==> src/sirq_pkg.sv <==
// package of constants for the sensor interrupt status and register read port
package sirq_pkg;
   // ****************************************
   // register map
   // ****************************************
   localparam logic [7:0] SIRQ_ADDR_FLAGS   = 8'h8E;
   localparam logic [7:0] SIRQ_ADDR_MODTIM  = 8'h8F;
   localparam logic [7:0] SIRQ_ADDR_AMBIR   = 8'h90;
   localparam logic [7:0] SIRQ_MODTIM_RST   = 8'h01;
   localparam logic [7:0] SIRQ_PTR_RST      = 8'h00;
   localparam logic [6:0] SIRQ_SLAVE_ADDR   = 7'h13;
   // ****************************************
   // field positions
   // ****************************************
   localparam int SIRQ_FLAG_PROX  = 3;
   localparam int SIRQ_FLAG_ALS   = 2;
   localparam int SIRQ_FLAG_LOW   = 1;
   localparam int SIRQ_FLAG_HIGH  = 0;
   localparam int SIRQ_DLY_LSB    = 5;
   localparam int SIRQ_FRQ_LSB    = 3;
   localparam int SIRQ_DEAD_LSB   = 0;
   // ****************************************
   // serial engine states
   // ****************************************
   typedef enum logic [2:0] {
      SIRQ_IDLE  = 3'b000,
      SIRQ_ADDR  = 3'b001,
      SIRQ_AACK  = 3'b011,
      SIRQ_WBYTE = 3'b010,
      SIRQ_WACK  = 3'b110,
      SIRQ_RBYTE = 3'b111,
      SIRQ_RACK  = 3'b101
   } sirq_state_t;
endpackage : sirq_pkg

==> src/sirq_top.sv <==
// interrupt status, modulator timing and i2c register read port of the sensor
//
// Summary of operation
// - status register reports ready and limit events
// - bit3 prox, bit2 light, bit1 low, bit0 high
// - flags stick until host writes one
// - interrupt pad low while any flag set
// - timing register resets to one
// - decode recommended delay, dead, frequency codes
// - standby when no measurement requested
// - standby disables emitter sink, setting kept
// - read returns pointed register byte
// - stop-start or repeated start both accepted
// - pointer increments after every read
`timescale 1ns/1ps
`default_nettype none
module sirq_top (
   input  wire logic       mclk_in,
   input  wire logic       rstn_in,
   input  wire logic       scl_in,
   input  wire logic       sda_in,
   output logic            sda_out,
   output logic            sda_oe_out,
   input  wire logic [3:0] event_in,
   input  wire logic       prox_req_in,
   input  wire logic       als_req_in,
   input  wire logic [7:0] ext_rdata_in,
   output logic            int_n_out,
   output logic            standby_out,
   output logic            emitter_diode_en_out,
   output logic [2:0]      mod_delay_out,
   output logic [1:0]      prox_freq_out,
   output logic [2:0]      mod_dead_out,
   output logic            mod_recommended_out,
   output logic [7:0]      reg_ptr_out
);
   import sirq_pkg::*;

   // ****************************************
   // pin synchronisers, three stages each
   // ****************************************
   logic [2:0] scl_s_q;
   logic [2:0] sda_s_q;
   logic       scl_q;
   logic       sda_q;
   always_ff @(posedge mclk_in) begin
      scl_s_q <= {scl_s_q[1:0], scl_in};
      sda_s_q <= {sda_s_q[1:0], sda_in};
      if (!rstn_in) begin
         scl_q <= 1'b1;
         sda_q <= 1'b1;
      end else begin
         // a change counts only once stages two and three agree
         if (scl_s_q[1] == scl_s_q[2]) scl_q <= scl_s_q[2];
         if (sda_s_q[1] == sda_s_q[2]) sda_q <= sda_s_q[2];
      end
   end

   // ****************************************
   // bus condition decode
   // ****************************************
   wire scl_now   = (scl_s_q[1] == scl_s_q[2]) ? scl_s_q[2] : scl_q;
   wire sda_now   = (sda_s_q[1] == sda_s_q[2]) ? sda_s_q[2] : sda_q;
   wire scl_rise  = scl_now & ~scl_q;
   wire scl_fall  = ~scl_now & scl_q;
   wire start_det = scl_q & scl_now & sda_q & ~sda_now;   // also repeated start
   wire stop_det  = scl_q & scl_now & ~sda_q & sda_now;

   // ****************************************
   // serial engine
   // ****************************************
   sirq_state_t st_q;
   logic [7:0]  sh_q;
   logic [2:0]  bit_q;
   logic        rd_q;
   logic        first_q;
   logic        drive_q;
   logic [7:0]  ptr_q;
   logic [7:0]  flags_q;
   logic [7:0]  modtim_q;
   logic        nack_q;
   logic        scl_hi_q;

   // register read mux; reserved flag bits read zero
   wire [7:0] rd_data = (ptr_q == SIRQ_ADDR_FLAGS)  ? flags_q :
                        (ptr_q == SIRQ_ADDR_MODTIM) ? modtim_q :
                        ext_rdata_in;
   wire       byte_done = scl_fall & (bit_q == 3'd7);
   wire       wr_data_strobe = (st_q == SIRQ_WBYTE) & byte_done & ~first_q;
   wire [7:0] wr_byte = sh_q;
   wire       rd_taken = (st_q == SIRQ_RACK) & scl_rise;
   // host acknowledge low means another byte is wanted
   wire       rd_more = rd_taken & ~sda_now;

   always_ff @(posedge mclk_in) begin
      if (!rstn_in) begin
         st_q    <= SIRQ_IDLE;
         sh_q    <= 8'h00;
         bit_q   <= 3'd0;
         rd_q    <= 1'b0;
         first_q <= 1'b0;
         drive_q <= 1'b0;
         ptr_q   <= SIRQ_PTR_RST;
         nack_q  <= 1'b0;
         scl_hi_q <= 1'b0;
      end else if (start_det) begin
         // stop then start, or repeated start, both land here
         st_q    <= SIRQ_ADDR;
         bit_q   <= 3'd0;
         drive_q <= 1'b0;
         scl_hi_q <= 1'b0;
      end else if (stop_det) begin
         st_q    <= SIRQ_IDLE;
         drive_q <= 1'b0;
      end else begin
         case (st_q)
            SIRQ_ADDR: begin
               if (scl_rise) begin
                  sh_q     <= {sh_q[6:0], sda_now};
                  scl_hi_q <= 1'b1;
               end
               // the clock fall that closes the start carries no bit, so it must not count
               if (scl_fall & scl_hi_q) begin
                  bit_q <= bit_q + 3'd1;
                  if (bit_q == 3'd7) begin
                     rd_q    <= sh_q[0];
                     nack_q  <= (sh_q[7:1] != SIRQ_SLAVE_ADDR);
                     drive_q <= (sh_q[7:1] == SIRQ_SLAVE_ADDR);
                     st_q    <= (sh_q[7:1] == SIRQ_SLAVE_ADDR) ? SIRQ_AACK : SIRQ_IDLE;
                  end
               end
            end
            SIRQ_AACK: begin
               if (scl_fall) begin
                  bit_q   <= 3'd0;
                  first_q <= 1'b1;
                  if (rd_q) begin
                     sh_q    <= rd_data;
                     drive_q <= ~rd_data[7];
                     st_q    <= SIRQ_RBYTE;
                  end else begin
                     drive_q <= 1'b0;
                     st_q    <= SIRQ_WBYTE;
                  end
               end
            end
            SIRQ_WBYTE: begin
               if (scl_rise) sh_q <= {sh_q[6:0], sda_now};
               if (scl_fall) begin
                  bit_q <= bit_q + 3'd1;
                  if (bit_q == 3'd7) begin
                     if (first_q) ptr_q <= sh_q;
                     else ptr_q <= ptr_q + 8'h01;
                     drive_q <= 1'b1;
                     st_q    <= SIRQ_WACK;
                  end
               end
            end
            SIRQ_WACK: begin
               if (scl_fall) begin
                  drive_q <= 1'b0;
                  first_q <= 1'b0;
                  bit_q   <= 3'd0;
                  st_q    <= SIRQ_WBYTE;
               end
            end
            SIRQ_RBYTE: begin
               if (scl_fall) begin
                  bit_q <= bit_q + 3'd1;
                  if (bit_q == 3'd7) begin
                     drive_q <= 1'b0;                             // release for host ack
                     ptr_q   <= ptr_q + 8'h01;
                     st_q    <= SIRQ_RACK;
                  end else begin
                     sh_q    <= {sh_q[6:0], 1'b0};
                     drive_q <= ~sh_q[6];
                  end
               end
            end
            SIRQ_RACK: begin
               if (rd_taken) st_q <= rd_more ? SIRQ_AACK : SIRQ_IDLE;
            end
            default: st_q <= SIRQ_IDLE;
         endcase
      end
   end

   // ****************************************
   // registers
   // ****************************************
   // the pointer moves on only after the byte, so a data write lands at ptr_q itself
   wire       wr_flags  = wr_data_strobe & (ptr_q == SIRQ_ADDR_FLAGS) & ~stop_det & ~start_det;
   wire       wr_modtim = wr_data_strobe & (ptr_q == SIRQ_ADDR_MODTIM) & ~stop_det & ~start_det;
   wire [7:0] ev_bits   = {4'h0, event_in};
   wire [7:0] clr_bits  = wr_flags ? (wr_byte & 8'h0F) : 8'h00;
   // set wins over clear when both land in one cycle
   wire [7:0] flags_d   = (flags_q & ~clr_bits) | ev_bits;

   always_ff @(posedge mclk_in) begin
      if (!rstn_in) begin
         flags_q  <= 8'h00;
         modtim_q <= SIRQ_MODTIM_RST;
      end else begin
         flags_q <= flags_d;
         if (wr_modtim) modtim_q <= wr_byte;
      end
   end

   // ****************************************
   // decoded outputs
   // ****************************************
   wire stby = ~(prox_req_in | als_req_in);
   wire rec  = (modtim_q[7:5] == 3'd0) & (modtim_q[2:0] == 3'd1) &
               (modtim_q[4:3] == 2'd0);

   // outputs are registered; the pad is taken from flags_d, so it changes in the same cycle as the flags
   always_ff @(posedge mclk_in) begin
      if (!rstn_in) begin
         int_n_out            <= 1'b1;
         standby_out          <= 1'b1;
         emitter_diode_en_out <= 1'b0;
         mod_delay_out        <= SIRQ_MODTIM_RST[7:5];
         prox_freq_out        <= SIRQ_MODTIM_RST[4:3];
         mod_dead_out         <= SIRQ_MODTIM_RST[2:0];
         mod_recommended_out  <= 1'b1;
         sda_out              <= 1'b0;
         sda_oe_out           <= 1'b0;
         reg_ptr_out          <= SIRQ_PTR_RST;
      end else begin
         int_n_out            <= ~(|flags_d[3:0]);
         standby_out          <= stby;
         emitter_diode_en_out <= ~stby;
         mod_delay_out        <= modtim_q[SIRQ_DLY_LSB +: 3];
         prox_freq_out        <= modtim_q[SIRQ_FRQ_LSB +: 2];
         mod_dead_out         <= modtim_q[SIRQ_DEAD_LSB +: 3];
         mod_recommended_out  <= rec;
         sda_out              <= 1'b0;                            // open drain, low only
         sda_oe_out           <= drive_q & ~nack_q;
         reg_ptr_out          <= ptr_q;
      end
   end
endmodule // sirq_top
`default_nettype wire

==> config.mk <==
export PLATFORM = sky130hd
export DESIGN_NAME = sirq_top
export DESIGN_NICKNAME = d
export VERILOG_FILES = /design/src/sirq_pkg.sv /design/src/sirq_top.sv
export SDC_FILE = /design/constraint.sdc
export NUM_CORES = 1
export LEC_CHECK = 0
export ABC_CLOCK_PERIOD_IN_PS = 2300
export BUFFER_PORTS_ARGS = -buffer_cell sky130_fd_sc_hd__buf_2
export CORE_ASPECT_RATIO = 1.2
export CORE_MARGIN = 2
export CORE_UTILIZATION = 45
export CTS_CLUSTER_SIZE = 24
export DETAILED_ROUTE_END_ITERATION = 16
export PLACE_DENSITY = 0.68
export SYNTH_ARGS = -nofsm -noshare
export SYNTH_HDL_FRONTEND = slang
export SYNTH_SLANG_ARGS = --single-unit
==> constraint.sdc <==
create_clock -name mclk_in -period 2.3 [get_ports mclk_in]
set_input_delay 0.46 -clock mclk_in [delete_from_list [all_inputs] [get_ports mclk_in]]
set_output_delay 0.46 -clock mclk_in [all_outputs]
set_load 0.03 [all_outputs]
# ---- Yosys cells after proc, flatten, opt, wreduce, memory -nomap -nowiden
# Cells that the tools add are included.
dict set report totals {
  reg_bits 72
  input_bits 18
  output_inout_bits 22
  word_cells 173
}
dict set report classes {
  addsub 2
  eq_ne 37
  n_mux 48
  bitwise_logic 39
  n_reduce_logical 22
}
# op n
set op_table {}
lappend op_table {{two-way mux 8 bit} 12}
lappend op_table {{two-way mux 3 bit} 13}
lappend op_table {{inequality test 4 bit, second input constant} 9}
lappend op_table {{one-hot mux 8 bit (3 select lines)} 1}
lappend op_table {{bitwise AND 1 bit} 22}
lappend op_table {{inequality test 2 bit, second input constant} 11}
lappend op_table {{one-hot mux 3 bit (6 select lines)} 1}
lappend op_table {{AND reduction 9 bit} 2}
lappend op_table {{== test 8 bit, second input constant} 2}
lappend op_table {{one-hot mux 8 bit (2 select lines)} 1}
lappend op_table {{AND reduction 8 bit} 2}
lappend op_table {{AND reduction 5 bit} 3}
lappend op_table {{two-way mux 1 bit} 14}
lappend op_table {{inverter 1 bit} 13}
lappend op_table {{== test 3 bit, second input constant} 4}
lappend op_table {{one-hot mux 3 bit (3 select lines)} 1}
lappend op_table {{adder 8 x 1 -> 8 bit, second input constant} 1}
lappend op_table {{bitwise AND 8 bit} 1}
lappend op_table {{inverter 4 -> 8 bit} 1}
lappend op_table {{bitwise OR 8 x 4 -> 8 bit} 1}
lappend op_table {{OR reduction 2 bit} 4}
lappend op_table {{== test 7 x 5 -> 1 bit, second input constant} 1}
lappend op_table {{inequality test 7 x 5 -> 1 bit, second input constant} 1}
lappend op_table {{AND reduction 7 bit} 1}
lappend op_table {{other kinds (18)} 26}

# ---- Depth between registers and ports, before layout
# Gate-level depths: netlist (run 1).
dict set report logic_depth {
  word_depth 16
  mapped_depth 9
  mapped_depth_nobuf 7
}

# ---- Least setup slack after synthesis (run 1)
# No wires, ideal clock.
dict set report synth_timing {
  path_type {flip-flop to flip-flop}
  startpoint {register bit_q[0]}
  endpoint {register modtim_q[0]}
  setup_time_ns 0.129
  arrival_time_ns 1.779
  t_required_ns 2.171
  path_slack_ns 0.392
  stages_incl_launch_ff 9
  n_path_buf 2
  period_less_slack_ns 1.908
  cell_sequence {dfxtp_1 ha_1 ha_1 clkbuf_1 nand2_1 or4_4 buf_6 mux2i_1 nand2_1}
}
dict set report synth_via {
  elab_chain_cells 7
}
# element line
set synth_rtl {}
lappend synth_rtl {{start: declaration} sirq_top.sv:74} ;# logic [2:0] bit_q;
lappend synth_rtl {{start signal: assignment} sirq_top.sv:124} ;# bit_q <= bit_q + 3'd1;
lappend synth_rtl {{start signal: assignment} sirq_top.sv:150} ;# bit_q <= bit_q + 3'd1;
lappend synth_rtl {{start signal: assignment} sirq_top.sv:169} ;# bit_q <= bit_q + 3'd1;
lappend synth_rtl {{== test 3 bit} sirq_top.sv:88} ;# wire byte_done = scl_fall & (bit_q == 3'd7);
lappend synth_rtl {{bitwise AND 1 bit} sirq_top.sv:88}
lappend synth_rtl {{bitwise AND 1 bit (2 in a row)} sirq_top.sv:89} ;# wire wr_data_strobe = (st_q == SIRQ_WBYTE) & byte_done & ~first_q;
lappend synth_rtl {{bitwise AND 1 bit (3 in a row)} sirq_top.sv:193} ;# wire wr_modtim = wr_data_strobe & (ptr_q == SIRQ_ADDR_MODTIM) & ~stop_det & ~start_det;
lappend synth_rtl {{end signal: assignment} sirq_top.sv:205} ;# if (wr_modtim) modtim_q <= wr_byte;
lappend synth_rtl {{end: declaration} sirq_top.sv:80} ;# logic [7:0] modtim_q;
# No other way between the ends.
# A chain may end at the register's enable or synchronous reset.

# ---- Worst setup path in the final report (run 1)
dict set report layout_timing {
  startpoint {register ptr_q[0]}
  endpoint {register int_n_out}
}
dict set report layout_via {
  elab_chain_cells 10
}
# element line
set layout_rtl {}
lappend layout_rtl {{start: declaration} sirq_top.sv:78} ;# logic [7:0] ptr_q;
lappend layout_rtl {{start signal: assignment} sirq_top.sv:152} ;# if (first_q) ptr_q <= sh_q;
lappend layout_rtl {{start signal: assignment} sirq_top.sv:153} ;# else ptr_q <= ptr_q + 8'h01;
lappend layout_rtl {{start signal: assignment} sirq_top.sv:172} ;# ptr_q <= ptr_q + 8'h01;
lappend layout_rtl {{== test 8 bit} sirq_top.sv:192} ;# wire wr_flags = wr_data_strobe & (ptr_q == SIRQ_ADDR_FLAGS) & ~stop_det & ~start_det;
lappend layout_rtl {{bitwise AND 1 bit (3 in a row)} sirq_top.sv:192}
lappend layout_rtl {{two-way mux 4 bit} sirq_top.sv:195} ;# wire [7:0] clr_bits = wr_flags ? (wr_byte & 8'h0F) : 8'h00;
lappend layout_rtl {{inverter 4 -> 8 bit} sirq_top.sv:197} ;# wire [7:0] flags_d = (flags_q & ~clr_bits) | ev_bits;
lappend layout_rtl {{bitwise AND 8 bit} sirq_top.sv:197}
lappend layout_rtl {{bitwise OR 8 x 4 -> 8 bit} sirq_top.sv:197}
lappend layout_rtl {{OR reduction 4 bit} sirq_top.sv:230} ;# int_n_out <= ~(|flags_d[3:0]);
lappend layout_rtl {{inverter 1 bit} sirq_top.sv:230}
lappend layout_rtl {{end signal: assignment} sirq_top.sv:230}
lappend layout_rtl {{end: declaration} sirq_top.sv:28} ;# output logic int_n_out,
# No other way between the ends.

==> flow_summary.toml, run 1 <==
[finish]
num_antenna_cells = 0
layout-drive-gt1-share = 0.191
final_net_count = 416
syn2layout_area_growth_pct = 16.2

[job]
cap_violations = 0

[critical_path]
critical_path_required_ns = 2.56
cp_top_family = "simple AND/OR/NAND/NOR gates"
critical_path_buf_inv_count = 1
worst-path-max-fanout = 6
worstRegToRegCells = 7
critPathKind = "reg2reg"
worst_ep_arrival_ns = 2.37
crit_cells = 7
path_cells = "inv_1 > ha_1 > and3_1 > nand2_2 > nor4_2 > a31oi_1 > o41ai_2"
startpoint_type_of_the_worst_setup_path = "flip-flop"
delay_of_the_slowest_cell_on_the_worst_path_ns = 0.49
timing.critical_path.to_type = "flip-flop"
critPathSlowestCell = "sky130_fd_sc_hd__nor4_2"

[logic_synthesis]
synth_edf_count = 0
synth_seq_area_share = 0.439
synth.lib_cells_used.distinct = 60
ys_top_cells_by_area = "sky130_fd_sc_hd__dfxtp_1, sky130_fd_sc_hd__nand2_1, sky130_fd_sc_hd__a21oi_1"
syn_area_per_cell_um2 = 8.74
synthesis.yosys.warnings = 0
yosysTopAreaCellShare = 0.439
synth.cell_area_mm2 = 0.00310
ys.flop_type = "sky130_fd_sc_hd__dfxtp_1"
synth.ff_latch_count = 68
postSynth.asyncResetShare = 0
netlist.top_cell.by_area = "sky130_fd_sc_hd__dfxtp_1"
synth.top_cells.by_count = "sky130_fd_sc_hd__dfxtp_1, sky130_fd_sc_hd__nand2_1, sky130_fd_sc_hd__a21oi_1"
synthesis.nets = 377
syn_inst = 355
most_frequent_cell_after_synthesis = "sky130_fd_sc_hd__dfxtp_1"

[clock_tree]
cts-root-buf = "sky130_fd_sc_hd__clkbuf_8"
clkSinkCount = 68
tritoncts.num_buffers = 9
clk-insertion-delay-late_ns = 0.36
post-cts-setup-buffer-count = 0
htree_num_levels = 3
cts_buffer_depth = 2
ctsHoldBuffers = 0
ctsResizeCount = 0
cts_tree = "built"
clk_pin_slew_worst_paths_ns = 0.07

[timing]
min_period_over_period = 0.916
slew_viol_final = 0
rsz0062_at_grt = "no"
setup_viol = 0
max_freq_mhz = 474
finalWorstPathRequiredPeriod_ns = 2.11
final.setup.tns_ns = 0
worst_max_slew_pin_slew_ns = 0.493
final.setup_skew_ns = 0.00938
holdWs_ns = 0.205
final_hold_viol_count = 0
worst_relative_slew_slack = 0.669

[power]
internal_power_mw = 1.90
leak_nw = 1.50
netSwitchingPower_mw = 0.527
switching_share = 0.217
power.combinational.fraction = 0.047
power_density_mw_per_mm2 = 673
power.share.clock = 0.455
max-vdd-ir-drop_uv = 371
sequentialPowerShare = 0.498

[placed_design]
dp_hpwl_mm = 5.03
place_congestion = 0.843
place.port_buffers = 38

[detailed_routing]
wl_per_cell_um = 14.8
totalWireLength_mm = 7.20
first_iteration_detailed_routing_drc_count = 205
viasPerCell = 5.57
drt_pass1_iterations = 4
drc_violation_count_after_routing = 0
detail-route-antenna-nets = 0
vias = 2700

[min_path]
hold_path_depth = 1
min_path_type = "in2reg"

[die]
initial_core_util = 0.458
die-area_mm2 = 0.00758
placement_rows = 33
top_level_ports = 40
floorplan.core_area_mm2 = 0.00677
die_h_um = 95.0
fp.dieW_um = 79.8

[global_route]
grt_start_max_net_pins = 36
globalRouteOverflowTotal = 0
groute.usage.overall = 0.210
antenna_found_initial = 0
grt_first_pass_wirelength_mm = 12.1
grt_pass1_vias = 2613

[outcome]
run_status = "finished, final reports clean"
-- cell families after synthesis --
logic type	count (synthesis)	share of synthesized area
buffers and inverters	31	0.0444
DFF	68	0.439
muxes	10	0.0323
adders and majority gates	5	0.0194
AOI/OAI and AO/OA	102	0.217
xor gates and xnor gates	1	0.00282
other	1	0.00121
and+or+nand+nor	137	0.245
-- registers in the layout (all words and copies together) (netlist names), 2 cells and up --
| signal | count |
|---|---|
| sh_q | 8 |
| mod_dead_out | 3 |
| reg_ptr_out | 8 |
| bit_q | 3 |
| flags_q | 4 |
| st_q | 3 |
| sda_s_q | 3 |
| mod_delay_out | 3 |
| prox_freq_out | 2 |
| scl_s_q | 3 |
| modtim_q | 8 |
| ptr_q | 8 |
-- final cells by class --
class                           instances  area [um^2]
Sequential cell                        68         1360
Clock inverter                          4         72.6
Tap cell                               87          109
Clock buffer                           11          151
Multi-Input combinational cell        256         1600
Inverter                               11         41.3
Fill cell                             659         3170
Timing Repair Buffer                   48          265
-- stage by stage --
step,cells,worst slack (ns),cell area (um^2),utilization,power (mW)
floorplan,355,0.392,3100,-,1.31
global placement,470,0.293,3380,0.499,1.35
detailed placement,470,0.194,3380,0.499,1.35
CTS,485,0.174,3600,0.532,2.46
global route,485,0.00804,3600,0.532,2.52
finish,485,0.192,3600,0.532,2.43
-- power by group through the flow --
stage          Sequential [mW]  Clock, mW  Combinational [mW]
2_1_floorplan             1.24          0              0.0696
3_3_place_gp              1.24          0               0.111
3_5_place_dp              1.24          0               0.112
4_1_cts                   1.21       1.14               0.113
5_1_grt                   1.21       1.19               0.127
6_report                  1.21       1.11               0.113
-- final timing paths --
check                           startpoint         end  slack [ns]
worst max register to register    ptr_q[0]   int_n_out        0.19
worst min register to register  sda_s_q[0]  sda_s_q[1]        0.33
worst min-delay path                sda_in  sda_s_q[0]        0.20
worst max-delay path              ptr_q[0]   int_n_out        0.19
-- layout by cell type, fill, tap and decap left out, types with 2 or more instances in the layout --
cell type	netlist	layout
sky130_fd_sc_hd__a211oi_1	3	3
sky130_fd_sc_hd__a21boi_0	2	2
sky130_fd_sc_hd__a21o_1	2	2
sky130_fd_sc_hd__a21oi_1	27	27
sky130_fd_sc_hd__a221o_1	4	4
sky130_fd_sc_hd__a222oi_1	3	3
sky130_fd_sc_hd__a22oi_1	2	2
sky130_fd_sc_hd__a31oi_1	7	7
sky130_fd_sc_hd__and2_1	21	21
sky130_fd_sc_hd__and2_2	2	2
sky130_fd_sc_hd__and3_1	2	2
sky130_fd_sc_hd__and4_1	2	2
sky130_fd_sc_hd__buf_2	2	38
sky130_fd_sc_hd__buf_4	1	10
sky130_fd_sc_hd__bufinv_16	0	2
sky130_fd_sc_hd__clkbuf_8	0	11
sky130_fd_sc_hd__dfxtp_1	68	68
sky130_fd_sc_hd__ha_1	4	4
sky130_fd_sc_hd__inv_1	11	11
sky130_fd_sc_hd__mux2i_1	10	10
sky130_fd_sc_hd__nand2_1	37	37
sky130_fd_sc_hd__nand2b_1	5	5
sky130_fd_sc_hd__nand3_1	15	15
sky130_fd_sc_hd__nand3b_1	2	2
sky130_fd_sc_hd__nand4_1	3	3
sky130_fd_sc_hd__nor2_1	25	25
sky130_fd_sc_hd__nor2b_1	4	4
sky130_fd_sc_hd__nor3b_1	2	2
sky130_fd_sc_hd__o211a_1	3	3
sky130_fd_sc_hd__o211ai_1	10	10
sky130_fd_sc_hd__o21a_1	5	5
sky130_fd_sc_hd__o21ai_0	21	21
sky130_fd_sc_hd__o22ai_1	3	3
sky130_fd_sc_hd__o31ai_1	3	3
sky130_fd_sc_hd__or2_2	2	2
-- metal layers --
layer	wire, um	GRT usage
met1	3080	0.240
met2	3520	0.359
met3	381	0.0593
met4	214	0.102
met5	0	0
-- worst register-to-register path, cell delays in order (launching register included) --
cell and delay (ns):
sky130_fd_sc_hd__dfxtp_1 0.35, sky130_fd_sc_hd__inv_1 0.10, sky130_fd_sc_hd__ha_1 0.14, sky130_fd_sc_hd__and3_1 0.30
sky130_fd_sc_hd__nand2_2 0.09, sky130_fd_sc_hd__nor4_2 0.49, sky130_fd_sc_hd__a31oi_1 0.19, sky130_fd_sc_hd__o41ai_2 0.35
(Power assumes the default switching activity.)
==> inputs of run 2 (changes only) <==
--- a/config.mk
+++ b/config.mk
@@ -7,7 +7,7 @@
 export LEC_CHECK = 0
 export ABC_CLOCK_PERIOD_IN_PS = 2300
 export BUFFER_PORTS_ARGS = -buffer_cell sky130_fd_sc_hd__buf_2
-export CORE_ASPECT_RATIO = 1.2
+export CORE_ASPECT_RATIO = 1.75
 export CORE_MARGIN = 2
 export CORE_UTILIZATION = 45
 export CTS_CLUSTER_SIZE = 24
==> run 2 against run 1 <==
  * Setup slack worse by 0.012 ns
  * Combinational power barely moved
  * Largest power group is now the clock network
  * Clock power rose by 27%
  * Via count is 0.81% higher
  * Final area rose by 2.4%
  * Critical path type unchanged
  * Utilization rose by 1.4 points
  * Global-route usage rose by 0.58 points
  * Clock skew shrank 0.0067 ns
  * Die area is 0.30% higher
  * Clock-buffer cell count decreased by 1
  * Largest cell class unchanged
  * Flip-flop and latch count stayed put
==> flow_summary.toml, run 2 (same netlist as run 1, synthesis figures left out) <==
[placed_design]
place.port_buffers = 38
dp_hpwl_mm = 5.43
place_congestion = 0.926
pre_cts_ws_ns = 0.185

[die]
fp.dieW_um = 66.8
initial_core_util = 0.459
placement_rows = 40
floorplan.core_area_mm2 = 0.00676
die_h_um = 114
die-area_mm2 = 0.00760
top_level_ports = 40

[critical_path]
worstSetupStartpoint = "ptr_q[0]"
worst-path-max-fanout = 6
r2r-end = "int_n_out"
startpoint_type_of_the_worst_setup_path = "flip-flop"
worst_ep_arrival_ns = 2.35
regToRegSetupSlack_ns = 0.18
path_cells = "inv_1 > ha_1 > and3_1 > nand2_2 > nor4_2 > a31oi_1 > o41ai_2"
critPathSlowestCell = "sky130_fd_sc_hd__nor4_2"
critical_path_required_ns = 2.54
endpoint = "int_n_out"
critPathKind = "reg2reg"
worstReg2RegStart = "ptr_q[0]"
delay_of_the_slowest_cell_on_the_worst_path_ns = 0.49
worstRegToRegCells = 7
timing.critical_path.to_type = "flip-flop"

[timing]
slew_viol_final = 0
min_period_over_period = 0.922
final.setup_skew_ns = 0.00269
worst_relative_slew_slack = 0.628
crit_path_setup_slack_layout_ns = 0.180
final_hold_viol_count = 0
worst_max_slew_pin_slew_ns = 0.556
rsz0062_at_grt = "no"
final.setup.tns_ns = 0
setup_viol = 0
max_freq_mhz = 472
finalWorstPathRequiredPeriod_ns = 2.12

[global_route]
global_routing_usage_on_met3 = 0.0582
globalRouteOverflowTotal = 0
grt_first_pass_wirelength_mm = 12.2
global_route.usage.met2 = 0.383
groute.usage.overall = 0.216
grt_most_used_layer = "met2"
grt_pass1_vias = 2569
grt_start_max_net_pins = 36
antenna_found_initial = 0
groute.layer.met1.usage = 0.224

[detailed_routing]
detail-route-antenna-nets = 0
drc_violation_count_after_routing = 0
wl_per_cell_um = 15.4
totalWireLength_mm = 7.45
drt_pass1_iterations = 5
vias = 2722
first_iteration_detailed_routing_drc_count = 276
viasPerCell = 5.64

[min_path]
min_path_type = "in2reg"

[clock_tree]
clk_pin_slew_worst_paths_ns = 0.05
cts_tree = "built"
cts-root-buf = "sky130_fd_sc_hd__clkbuf_16"
htree_num_levels = 3
tritoncts.num_buffers = 9
post-cts-setup-buffer-count = 0
clkSinkCount = 68
ctsResizeCount = 0
cts_buffer_depth = 2
ctsHoldBuffers = 0
clk-insertion-delay-late_ns = 0.33

[finish]
syn2layout_area_growth_pct = 19.0
final_cell_mix = "sky130_fd_sc_hd__dfxtp_1, sky130_fd_sc_hd__buf_2, sky130_fd_sc_hd__nand2_1, sky130_fd_sc_hd__a21oi_1, sky130_fd_sc_hd__nor2_1"
final_net_count = 417
final_common_cell = "sky130_fd_sc_hd__dfxtp_1"
num_antenna_cells = 0
layout-drive-gt1-share = 0.190

[power]
report.power.total_mw = 2.74
max-vdd-ir-drop_uv = 394
leak_nw = 1.54
power_density_mw_per_mm2 = 743

[job]
cap_violations = 0

[outcome]
run_status = "finished, final reports clean"
==> run 2: power breakdown <==
group | internal (mW) | total (mW) | switching (mW)
Clock | 0.937 | 1.41 | 0.477
Sequential | 1.20 | 1.21 | 0.0142
Combinational | 0.0454 | 0.116 | 0.0703
==> run 2: routing by layer <==
| metal | wire length (um) | share of wire | vias to the layer above |
|---|---|---|---|
| li1 | - | - | 1361 |
| met1 | 2910 | 0.39 | 1278 |
| met2 | 4070 | 0.55 | 67 |
| met3 | 262 | 0.035 | 16 |
| met4 | 208 | 0.028 | 0 |
| met5 | 0 | 0 | - |
==> run 2: worst min-delay path by stage <==
stage,endpoint,slack (ns),depth (start not counted),from
after global placement,scl_s_q[1],0.31,0,scl_s_q[0]
final,scl_s_q[0],0.23,1,scl_in
after global routing,scl_s_q[0],0.21,1,scl_in
after detailed placement,scl_s_q[1],0.32,0,scl_s_q[0]
after CTS,scl_s_q[0],0.22,1,scl_in
after floorplan,scl_s_q[1],0.31,0,scl_s_q[0]
==> run 2: area by class of cell <==
class / instances / area (um^2)
Clock inverter: 5 / 77.6
Multi-Input combinational cell: 256 / 1600
Timing Repair Buffer: 49 / 273
Tap cell: 84 / 105
Sequential cell: 68 / 1360
Clock buffer: 10 / 229
Fill cell: 643 / 3070
Inverter: 11 / 41.3
==> run 2: worst max-delay path, delay by kind of cell, from the launching register on <==
family | cells | cell delay, ns
and+or+nand+nor | 3 | 0.90
adders and majority gates | 1 | 0.14
DFF | 1 | 0.35
buffers and inverters | 1 | 0.10
AOI/OAI and AO/OA | 2 | 0.54
==> run 2: per-stage QoR <==
step,hold slack [ns],util,instances,instance area (um^2)
global placement,0.310,0.501,468,3380
finish,0.229,0.546,483,3690
floorplan,0.310,-,355,3100
detailed placement,0.316,0.501,468,3380
CTS,0.219,0.546,483,3690
global route,0.214,0.546,483,3690
